$ cat config.mk
export PLATFORM = sky130hd
export DESIGN_NAME = sdram_cmd_addr_decode_flat
export DESIGN_NICKNAME = d
export VERILOG_FILES = /design/src/hdl/cmd_decode_pkg.sv /design/src/hdl/cmd_addr_if.sv /design/src/hdl/sdram_cmd_addr_decode.sv /design/src/flat_wrapper.sv
export SDC_FILE = /design/constraint.sdc
export NUM_CORES = 1
export LEC_CHECK = 0
export BUFFER_PORTS_ARGS = -buffer_cell sky130_fd_sc_hd__buf_2
export CAP_MARGIN = 40
export CORE_UTILIZATION = 57
export CTS_CLUSTER_DIAMETER = 120
export DETAILED_ROUTE_END_ITERATION = 8
export GPL_ROUTABILITY_DRIVEN = 0
export PLACE_DENSITY = 0.84
export SLEW_MARGIN = 20
export SYNTH_ARGS = -nofsm -noshare
export SYNTH_HDL_FRONTEND = slang
export SYNTH_SLANG_ARGS = --single-unit
$ cat constraint.sdc
create_clock -name i_clk -period 2.5 [get_ports i_clk]
set_input_delay 0.25 -clock i_clk [delete_from_list [all_inputs] [get_ports i_clk]]
set_output_delay 0.25 -clock i_clk [all_outputs]
set_load 0.01 [all_outputs]
$ cat src/hdl/cmd_decode_pkg.sv
// shared constants and types for the command/address decoder pair
`default_nettype none
package cmd_decode_pkg;
  localparam int ADDR_W      = 18;
  localparam int BANK_W      = 2;
  localparam int GROUP_W     = 2;
  localparam int STACK_W     = 3;
  localparam int BANKS_TOTAL = 16;
  // bit positions within the address bus
  localparam int AUTO_CLOSE_BIT = 10;
  localparam int CHOP_BIT       = 12;
  localparam int WE_ROW_BIT     = 14;
  localparam int CAS_ROW_BIT    = 15;
  localparam int RAS_ROW_BIT    = 16;
  // keep-alive interval: 8192 refresh intervals of 7800 ns each
  localparam int KEEPALIVE_INTERVALS = 8192;
  localparam int REFRESH_INTERVAL_NS = 7800;
  localparam int CLK_PERIOD_NS       = 40;
  localparam int REFRESH_INTERVAL_CYC = REFRESH_INTERVAL_NS / CLK_PERIOD_NS;
  localparam int KEEPALIVE_CYC = KEEPALIVE_INTERVALS * REFRESH_INTERVAL_CYC;
  // {row, column, write} strobe-low encodings with row-open high
  localparam logic [2:0] ENC_MRS  = 3'h0;
  localparam logic [2:0] ENC_REF  = 3'h1;
  localparam logic [2:0] ENC_PRE  = 3'h2;
  localparam logic [2:0] ENC_WR   = 3'h4;
  localparam logic [2:0] ENC_RD   = 3'h5;
  localparam logic [2:0] ENC_NOP  = 3'h7;
  typedef enum logic [2:0] {
    OP_NONE, OP_ACT, OP_RD, OP_WR, OP_PRE, OP_REF, OP_MRS, OP_NOP
  } op_t;
endpackage : cmd_decode_pkg
`default_nettype wire

$ cat src/hdl/cmd_addr_if.sv
// command/address link between controller and device
`default_nettype none
interface cmd_addr_if;
  import cmd_decode_pkg::*;
  logic               clk_true;
  logic               clk_complement;
  logic               chip_select_low;
  logic               clock_gate;
  logic               termination_input;
  logic               row_open_strobe_low;
  logic [ADDR_W-1:0]  addr;
  logic [BANK_W-1:0]  bank_select;
  logic [GROUP_W-1:0] group_select;
  logic [STACK_W-1:0] stack_id_inputs;
  modport ctrl (output clk_true, clk_complement, chip_select_low, clock_gate,
                termination_input, row_open_strobe_low, addr, bank_select,
                group_select, stack_id_inputs);
  modport dev  (input clk_true, clk_complement, chip_select_low, clock_gate,
                termination_input, row_open_strobe_low, addr, bank_select,
                group_select, stack_id_inputs);
endinterface : cmd_addr_if
`default_nettype wire

$ cat src/hdl/sdram_cmd_addr_decode.sv
// device end: samples the command/address pins and decodes operations
// Summary of operation
// - sample inputs on true-rise/complement-fall crossing
// - controller uses deselect, not no-operation; its chip-select keep-alive slots send the no-operation encoding
// - controller toggles clock gate every 8192 intervals
// - chip select toggle alternative; self refresh exempt
// - controller uses only defined functions
// - single byte lane uses lower byte
// - address is row on activate, column on access
// - address is opcode on mode register set
// - auto-close flag selects auto precharge
// - precharge closes all banks when flag high
// - chop select high full, low chopped
// - row-open low: strobes are upper row bits
// - row-open high: strobes are command encodings
// - bank select picks bank or mode register
// - group select picks group and mode register
// - eight-bit part has four groups of four
// - stack id selects die in tall stacks
// - chip select high masks every command
`default_nettype none
module sdram_cmd_addr_decode
  import cmd_decode_pkg::*;
#(
  parameter bit           WIDE_X16 = 1'b0,
  parameter int           STACK_H  = 1,
  parameter logic [2:0]   DIE_ID   = 3'h0
) (
  // clock and reset
  input  wire logic                i_clk,
  input  wire logic                i_sys_rst,
  // link
  cmd_addr_if.dev                  link,
  // decoded operation
  output logic                     o_valid,
  output op_t                      o_op,
  output logic [ADDR_W-1:0]        o_row,
  output logic [ADDR_W-1:0]        o_col,
  output logic [ADDR_W-1:0]        o_opcode,
  output logic [GROUP_W-1:0]       o_group,
  output logic [BANK_W-1:0]        o_bank,
  output logic [GROUP_W+BANK_W-1:0] o_mode_reg,
  output logic                     o_auto_close,
  output logic                     o_full_burst,
  output logic                     o_all_banks,
  output logic [BANKS_TOTAL-1:0]   o_open_banks
);
  // two-stage synchronisers for the link clock pair and every pin
  // the link clock must run at half of i_clk or slower, or crossings are missed
  // pins and clock pair share one depth, so a command lines up with its edge
  localparam int PIN_W = 4 + ADDR_W + BANK_W + GROUP_W + STACK_W;
  logic [PIN_W-1:0] meta_ff;
  logic [PIN_W-1:0] pins_ff;
  logic [1:0]       clk_meta_ff;
  logic [1:0]       clk_sync_ff;
  logic [1:0]       clk_prev_ff;
  always_ff @(posedge i_clk) begin
    if (i_sys_rst) begin
      meta_ff     <= '1;
      pins_ff     <= '1;
      clk_meta_ff <= 2'h2;
      clk_sync_ff <= 2'h2;
      clk_prev_ff <= 2'h2;
    end else begin
      meta_ff     <= {link.chip_select_low, link.clock_gate, link.termination_input,
                      link.row_open_strobe_low, link.addr, link.bank_select,
                      link.group_select, link.stack_id_inputs};
      pins_ff     <= meta_ff;
      clk_meta_ff <= {link.clk_complement, link.clk_true};
      clk_sync_ff <= clk_meta_ff;
      clk_prev_ff <= clk_sync_ff;
    end
  end

  // unpack the synchronised pins
  // the termination input rides along but plays no part in decoding
  logic               cs_low;
  logic               ck_gate;
  logic               row_open_low;
  logic [ADDR_W-1:0]  a;
  logic [BANK_W-1:0]  ba;
  logic [GROUP_W-1:0] bg;
  logic [STACK_W-1:0] sid;
  logic               term_unused;
  assign {cs_low, ck_gate, term_unused, row_open_low, a, ba, bg, sid} = pins_ff;

  // crossing edge detect: true rises while complement falls
  // both wires of the pair must agree, so a glitch on one alone is ignored
  logic crossing;
  assign crossing = clk_sync_ff[0] && !clk_prev_ff[0] && !clk_sync_ff[1] && clk_prev_ff[1];

  // die select from stack id in tall stacks only
  // a flat part or a short stack answers every selected slot
  logic die_hit;
  always_comb begin
    die_hit = 1'b1;
    if (!WIDE_X16 && (STACK_H == 4 || STACK_H == 8)) begin
      die_hit = (sid == DIE_ID);
    end
  end

  // upper group bit ignored on sixteen-bit part
  // forcing it low keeps a stray level from naming a missing group
  logic [GROUP_W-1:0] grp;
  assign grp = WIDE_X16 ? {1'b0, bg[0]} : bg;

  // decode of strobe levels into operations
  op_t cmd;
  always_comb begin
    cmd = OP_NONE;
    // row-open low means activate, strobes are row bits
    if (!row_open_low) begin
      cmd = OP_ACT;
    end else begin
      unique case (a[RAS_ROW_BIT:WE_ROW_BIT])
        ENC_MRS: cmd = OP_MRS;
        ENC_REF: cmd = OP_REF;
        ENC_PRE: cmd = OP_PRE;
        ENC_WR:  cmd = OP_WR;
        ENC_RD:  cmd = OP_RD;
        ENC_NOP: cmd = OP_NOP;
        // encodings 3 and 6 are undefined and decode to nothing
        default: cmd = OP_NONE;
      endcase
    end
  end

  // chip select high masks the command
  // a low gate or another die's id blocks the command as well
  logic take;
  assign take = crossing && !cs_low && ck_gate && die_hit && (cmd != OP_NONE);

  // decoded operation registers
  // data fields hold until the next command that owns them
  always_ff @(posedge i_clk) begin
    if (i_sys_rst) begin
      o_valid      <= 1'b0;
      o_op         <= OP_NONE;
      o_row        <= '0;
      o_col        <= '0;
      o_opcode     <= '0;
      o_group      <= '0;
      o_bank       <= '0;
      o_mode_reg   <= '0;
      o_auto_close <= 1'b0;
      o_full_burst <= 1'b1;
      o_all_banks  <= 1'b0;
    end else begin
      // only a selected, clocked command pulses valid
      o_valid <= take;
      if (take) begin
        o_op <= cmd;
        o_group <= grp;
        o_bank  <= ba;
        if (cmd == OP_ACT) begin
          o_row <= a;
        end
        // column address on read and write
        if (cmd == OP_RD || cmd == OP_WR) begin
          o_col <= a;
          o_auto_close <= a[AUTO_CLOSE_BIT];
          o_full_burst <= a[CHOP_BIT];
        end
        if (cmd == OP_MRS) begin
          o_opcode   <= a;
          o_mode_reg <= {grp, ba};
        end
        o_all_banks <= (cmd == OP_PRE) && a[AUTO_CLOSE_BIT];
      end
    end
  end

  // open-bank tracking: four groups of four banks
  logic [3:0] idx;
  assign idx = {grp, ba};

  // one bit per bank; precharge of all banks overrides the index
  always_ff @(posedge i_clk) begin
    if (i_sys_rst) begin
      o_open_banks <= '0;
    end else if (take) begin
      // bank index from group and bank
      if (cmd == OP_ACT) begin
        o_open_banks[idx] <= 1'b1;
      end else if (cmd == OP_PRE) begin
        if (a[AUTO_CLOSE_BIT]) begin
          o_open_banks <= '0;
        end else begin
          o_open_banks[idx] <= 1'b0;
        end
      end else if ((cmd == OP_RD || cmd == OP_WR) && a[AUTO_CLOSE_BIT]) begin
        o_open_banks[idx] <= 1'b0;
      end
    end
  end
endmodule // sdram_cmd_addr_decode
`default_nettype wire

$ cat src/flat_wrapper.sv
// flat-port wrapper written by rule: the top's interface ports become plain ports
module sdram_cmd_addr_decode_flat import cmd_decode_pkg::*;
#(
  parameter bit           WIDE_X16 = 1'b0,
  parameter int           STACK_H  = 1,
  parameter logic [2:0]   DIE_ID   = 3'h0
)
  (i_clk, i_sys_rst, o_valid, o_op, o_row, o_col, o_opcode, o_group, o_bank, o_mode_reg, o_auto_close, o_full_burst, o_all_banks, o_open_banks, link_clk_true, link_clk_complement, link_chip_select_low, link_clock_gate, link_termination_input, link_row_open_strobe_low, link_addr, link_bank_select, link_group_select, link_stack_id_inputs);
  cmd_addr_if link_i ();
  input  wire logic i_clk;
  input  wire logic i_sys_rst;
  output logic o_valid;
  output op_t o_op;
  output logic [ADDR_W-1:0] o_row;
  output logic [ADDR_W-1:0] o_col;
  output logic [ADDR_W-1:0] o_opcode;
  output logic [GROUP_W-1:0] o_group;
  output logic [BANK_W-1:0] o_bank;
  output logic [GROUP_W+BANK_W-1:0] o_mode_reg;
  output logic o_auto_close;
  output logic o_full_burst;
  output logic o_all_banks;
  output logic [BANKS_TOTAL-1:0] o_open_banks;
  input wire logic [$bits(link_i.clk_true)-1:0] link_clk_true;
  input wire logic [$bits(link_i.clk_complement)-1:0] link_clk_complement;
  input wire logic [$bits(link_i.chip_select_low)-1:0] link_chip_select_low;
  input wire logic [$bits(link_i.clock_gate)-1:0] link_clock_gate;
  input wire logic [$bits(link_i.termination_input)-1:0] link_termination_input;
  input wire logic [$bits(link_i.row_open_strobe_low)-1:0] link_row_open_strobe_low;
  input wire logic [$bits(link_i.addr)-1:0] link_addr;
  input wire logic [$bits(link_i.bank_select)-1:0] link_bank_select;
  input wire logic [$bits(link_i.group_select)-1:0] link_group_select;
  input wire logic [$bits(link_i.stack_id_inputs)-1:0] link_stack_id_inputs;
  assign link_i.clk_true = link_clk_true;
  assign link_i.clk_complement = link_clk_complement;
  assign link_i.chip_select_low = link_chip_select_low;
  assign link_i.clock_gate = link_clock_gate;
  assign link_i.termination_input = link_termination_input;
  assign link_i.row_open_strobe_low = link_row_open_strobe_low;
  assign link_i.addr = link_addr;
  assign link_i.bank_select = link_bank_select;
  assign link_i.group_select = link_group_select;
  assign link_i.stack_id_inputs = link_stack_id_inputs;
  sdram_cmd_addr_decode #(.WIDE_X16(WIDE_X16), .STACK_H(STACK_H), .DIE_ID(DIE_ID)) u_core (.i_clk(i_clk), .i_sys_rst(i_sys_rst), .link(link_i), .o_valid(o_valid), .o_op(o_op), .o_row(o_row), .o_col(o_col), .o_opcode(o_opcode), .o_group(o_group), .o_bank(o_bank), .o_mode_reg(o_mode_reg), .o_auto_close(o_auto_close), .o_full_burst(o_full_burst), .o_all_banks(o_all_banks), .o_open_banks(o_open_banks));
endmodule
==> run summary <==
Outcome -> completed
Synthesis-to-finish area growth -> 29.87%
Yosys Warn Count -> 0
Share of power burned in registers -> 0.459
Hold Crit Endpoint -> u_core.pins_ff[23]
Worst-Skew Late Latency -> 0.52 ns
Cell taking the most area after synthesis -> dfxtp_1
Total CTS buffers -> 17
Hold Path Stages -> 1
Die area -> 9047 µm²
Ys flop type -> dfxtp_1
Crit. End Element -> flip-flop
Comb pwr share -> 0.034
Clock root cell -> clkbuf_8
Non-filler cells, final -> 756
Post-synthesis sequential area ratio -> 0.5671
#FFs+latches synth -> 140
Clock skew -> 0.01243 ns
WP data required -> 2.91 ns
Largest regs -> u_core.meta_ff x25, u_core.pins_ff x25
Starting Density -> 0.5955
Min-delay src -> u_core.meta_ff[23]
Final hold vios -> 0
FF-to-FF setup slack -> 0.51 ns
Detail Placement HPWL -> 6.689 mm
R2r endpoint -> u_core.o_open_banks[15]
First-pass GRT wire length -> 16.89 mm
Achievable Freq -> 501.4 MHz
Tmin final -> 1.994 ns
CTS tree -> done
I/O Buffers -> 113
Synth cell count leaders -> 140 x dfxtp_1, 83 x nand2_1, 54 x a21oi_1, 53 x or2_2, 34 x nor2_1
Count leader, synth -> dfxtp_1
Reg2Reg Depth -> 4
Vias per inst -> 5.327
Setup-failing EPs final -> 0
DRT iter0 DRCs -> 323
Startpoint types -> flip-flop
TNS Setup -> 0 ns
Syn avg cell area -> 9.691 µm²
Min Hold Slack -> 0.3999 ns
Overflow after GRT -> 0
Antenna Nets Post-Route -> 0
Critical path's largest stage delay -> 0.60 ns
Proportion of layout cells with a drive suffix above 1 -> 0.3395
Nets -> 671
Max VDD drop -> 0.4859 mV
Post-synth EDFFs -> 0
Tcrit/Tclk final -> 0.7978
H-tree depth -> 4
RR Startpoint -> u_core.pins_ff[22]
Internal power of the cells -> 3.915 mW
Cells after synthesis -> 510
Initial DRT Pass Iterations -> 5
P per Cell Area -> 783.4 nW/µm²
Clk pwr share -> 0.507
# fillers -> 518
DP Cell Count -> 695
Ports -> 118
Core Rows -> 33
Unrepaired setup endpoints after global routing -> no
Psw -> 1.113 mW
CP Class -> reg2reg
Syn Nets -> 543
Pre-CTS WS -> 0.5413 ns
Core area -> 8299 µm²
Max_slew headroom -> 0.5121
CTS max path bufs -> 2
Global-route usage over all layers -> 0.2455
P_leak -> 2.786 nW
Max Cap Viol -> 0
Clock slew at reported path FFs -> 0.06 ns
# diodes -> 0
CP max FO -> 16
Initial antenna violation count -> 0
Sw Ratio -> 0.2214
Type of the most critical hold path -> reg2reg
Synth area leaders -> dfxtp_1 57%, or2_2 6.7%, nand2_1 6.3%
Pin count of the biggest net entering global routing -> 101
Die width -> 95.12 µm
Asr flop ratio synth -> 0
Final max-slew violation count -> 0
DIE HEIGHT -> 95.12 µm
DR WL/cell -> 14.77 µm
Post-Syn Area -> 4942 µm²
Vias in the first global route -> 3597
Clk sinks -> 140
Fin worst setup slack -> 0.5055 ns
Worst EP arrival -> 2.41 ns
Critical path cell sequence -> and3b_1, o2111ai_2, a21oi_1, a2111oi_2
Critical path's slowest cell -> o2111ai_2
Vias -> 4027
Area share of the largest cell type after synthesis -> 0.5671
DRC Markers -> 0
Routed wire length -> 11.17 mm
Worst Tran Pin Value -> 0.7319 ns
Count of different cell masters after synthesis -> 41
==> logic make-up after synthesis <==
logic type,after synthesis,synth area share
muxes,23,0.04658
AOI/OAI and AO/OA,80,0.1079
DFF,140,0.5671
xor gates and xnor gates,1,0.003292
buffers and inverters,46,0.04557
and+or+nand+nor,220,0.2296
==> how the worst max path moves through the flow <==
| stage | startpoint | endpoint | slack, ns | depth (start not counted) |
|---|---|---|---|---|
| 2_1_floorplan | u_core.pins_ff[23] | u_core.o_bank[1] | 0.92 | 7 |
| 3_3_place_gp | u_core.pins_ff[22] | u_core.o_open_banks[3] | 0.60 | 4 |
| 3_5_place_dp | u_core.pins_ff[22] | u_core.o_open_banks[15] | 0.54 | 4 |
| 4_1_cts | u_core.pins_ff[21] | u_core.o_open_banks[15] | 0.51 | 4 |
| 5_1_grt | u_core.pins_ff[22] | u_core.o_open_banks[14] | 0.38 | 4 |
| 6_report | u_core.pins_ff[22] | u_core.o_open_banks[15] | 0.51 | 4 |
==> per-stage QoR <==
step | total power [mW] | util | area, µm²
final | 5.029 | 0.7734 | 6419
after global routing | 5.161 | 0.7734 | 6419
after CTS | 5.036 | 0.7689 | 6381
after detailed placement | 2.487 | 0.6637 | 5508
after global placement | 2.482 | 0.6637 | 5508
after floorplan | 2.446 | - | 4942
==> critical path: cells and delay by family (launching register included) <==
family	cells	cell delay (ns)
flip-flops	1	0.58
AO/OA/AOI/OAI	3	1.06
AND/OR/NAND/NOR	1	0.26
==> placed cells by master, fill, tap and decap left out, types with 12 or more instances in the layout <==
cell type	synthesis	layout
a21oi_1	54	54
a41oi_1	12	12
buf_2	10	112
clkbuf_16	0	16
dfxtp_1	140	140
dlygate4sd3_1	0	28
mux2i_1	23	23
nand2_1	83	83
nor2_1	34	34
or2_2	53	53
==> timing repair <==
item	CTS	global route
hold buffers	27	1
buffers inserted	0	0
resized for setup	0	0
hold endpoints to repair	27	1
==> power groups by stage <==
stage          combinational (mW)  clock [mW]  sequential [mW]
2_1_floorplan               0.107           0             2.34
3_3_place_gp                0.129           0             2.35
3_5_place_dp                0.132           0             2.36
4_1_cts                     0.166        2.56             2.31
5_1_grt                     0.188        2.66             2.31
6_report                    0.173        2.55             2.31
==> per-layer routing <==
layer,track usage,vias up,part of all wire
met5,0,-,0
met2,0.3952,154,0.49
met3,0.06699,27,0.061
li1,-,1966,-
met4,0.1263,0,0.025
met1,0.3001,1880,0.42
==> final cells by class <==
| class | count | area, µm² | area share |
|---|---|---|---|
| flip-flops and latches | 140 | 2803 | 0.4366 |
| multi-input cells | 324 | 1914 | 0.2982 |
| repair buffers | 150 | 948.4 | 0.1478 |
| clock buffers | 18 | 417.9 | 0.06511 |
| clock inverters | 14 | 185.2 | 0.02885 |
| well taps | 105 | 131.4 | 0.02047 |
| inverters | 5 | 18.77 | 0.002924 |
(Power assumes the default switching activity.)
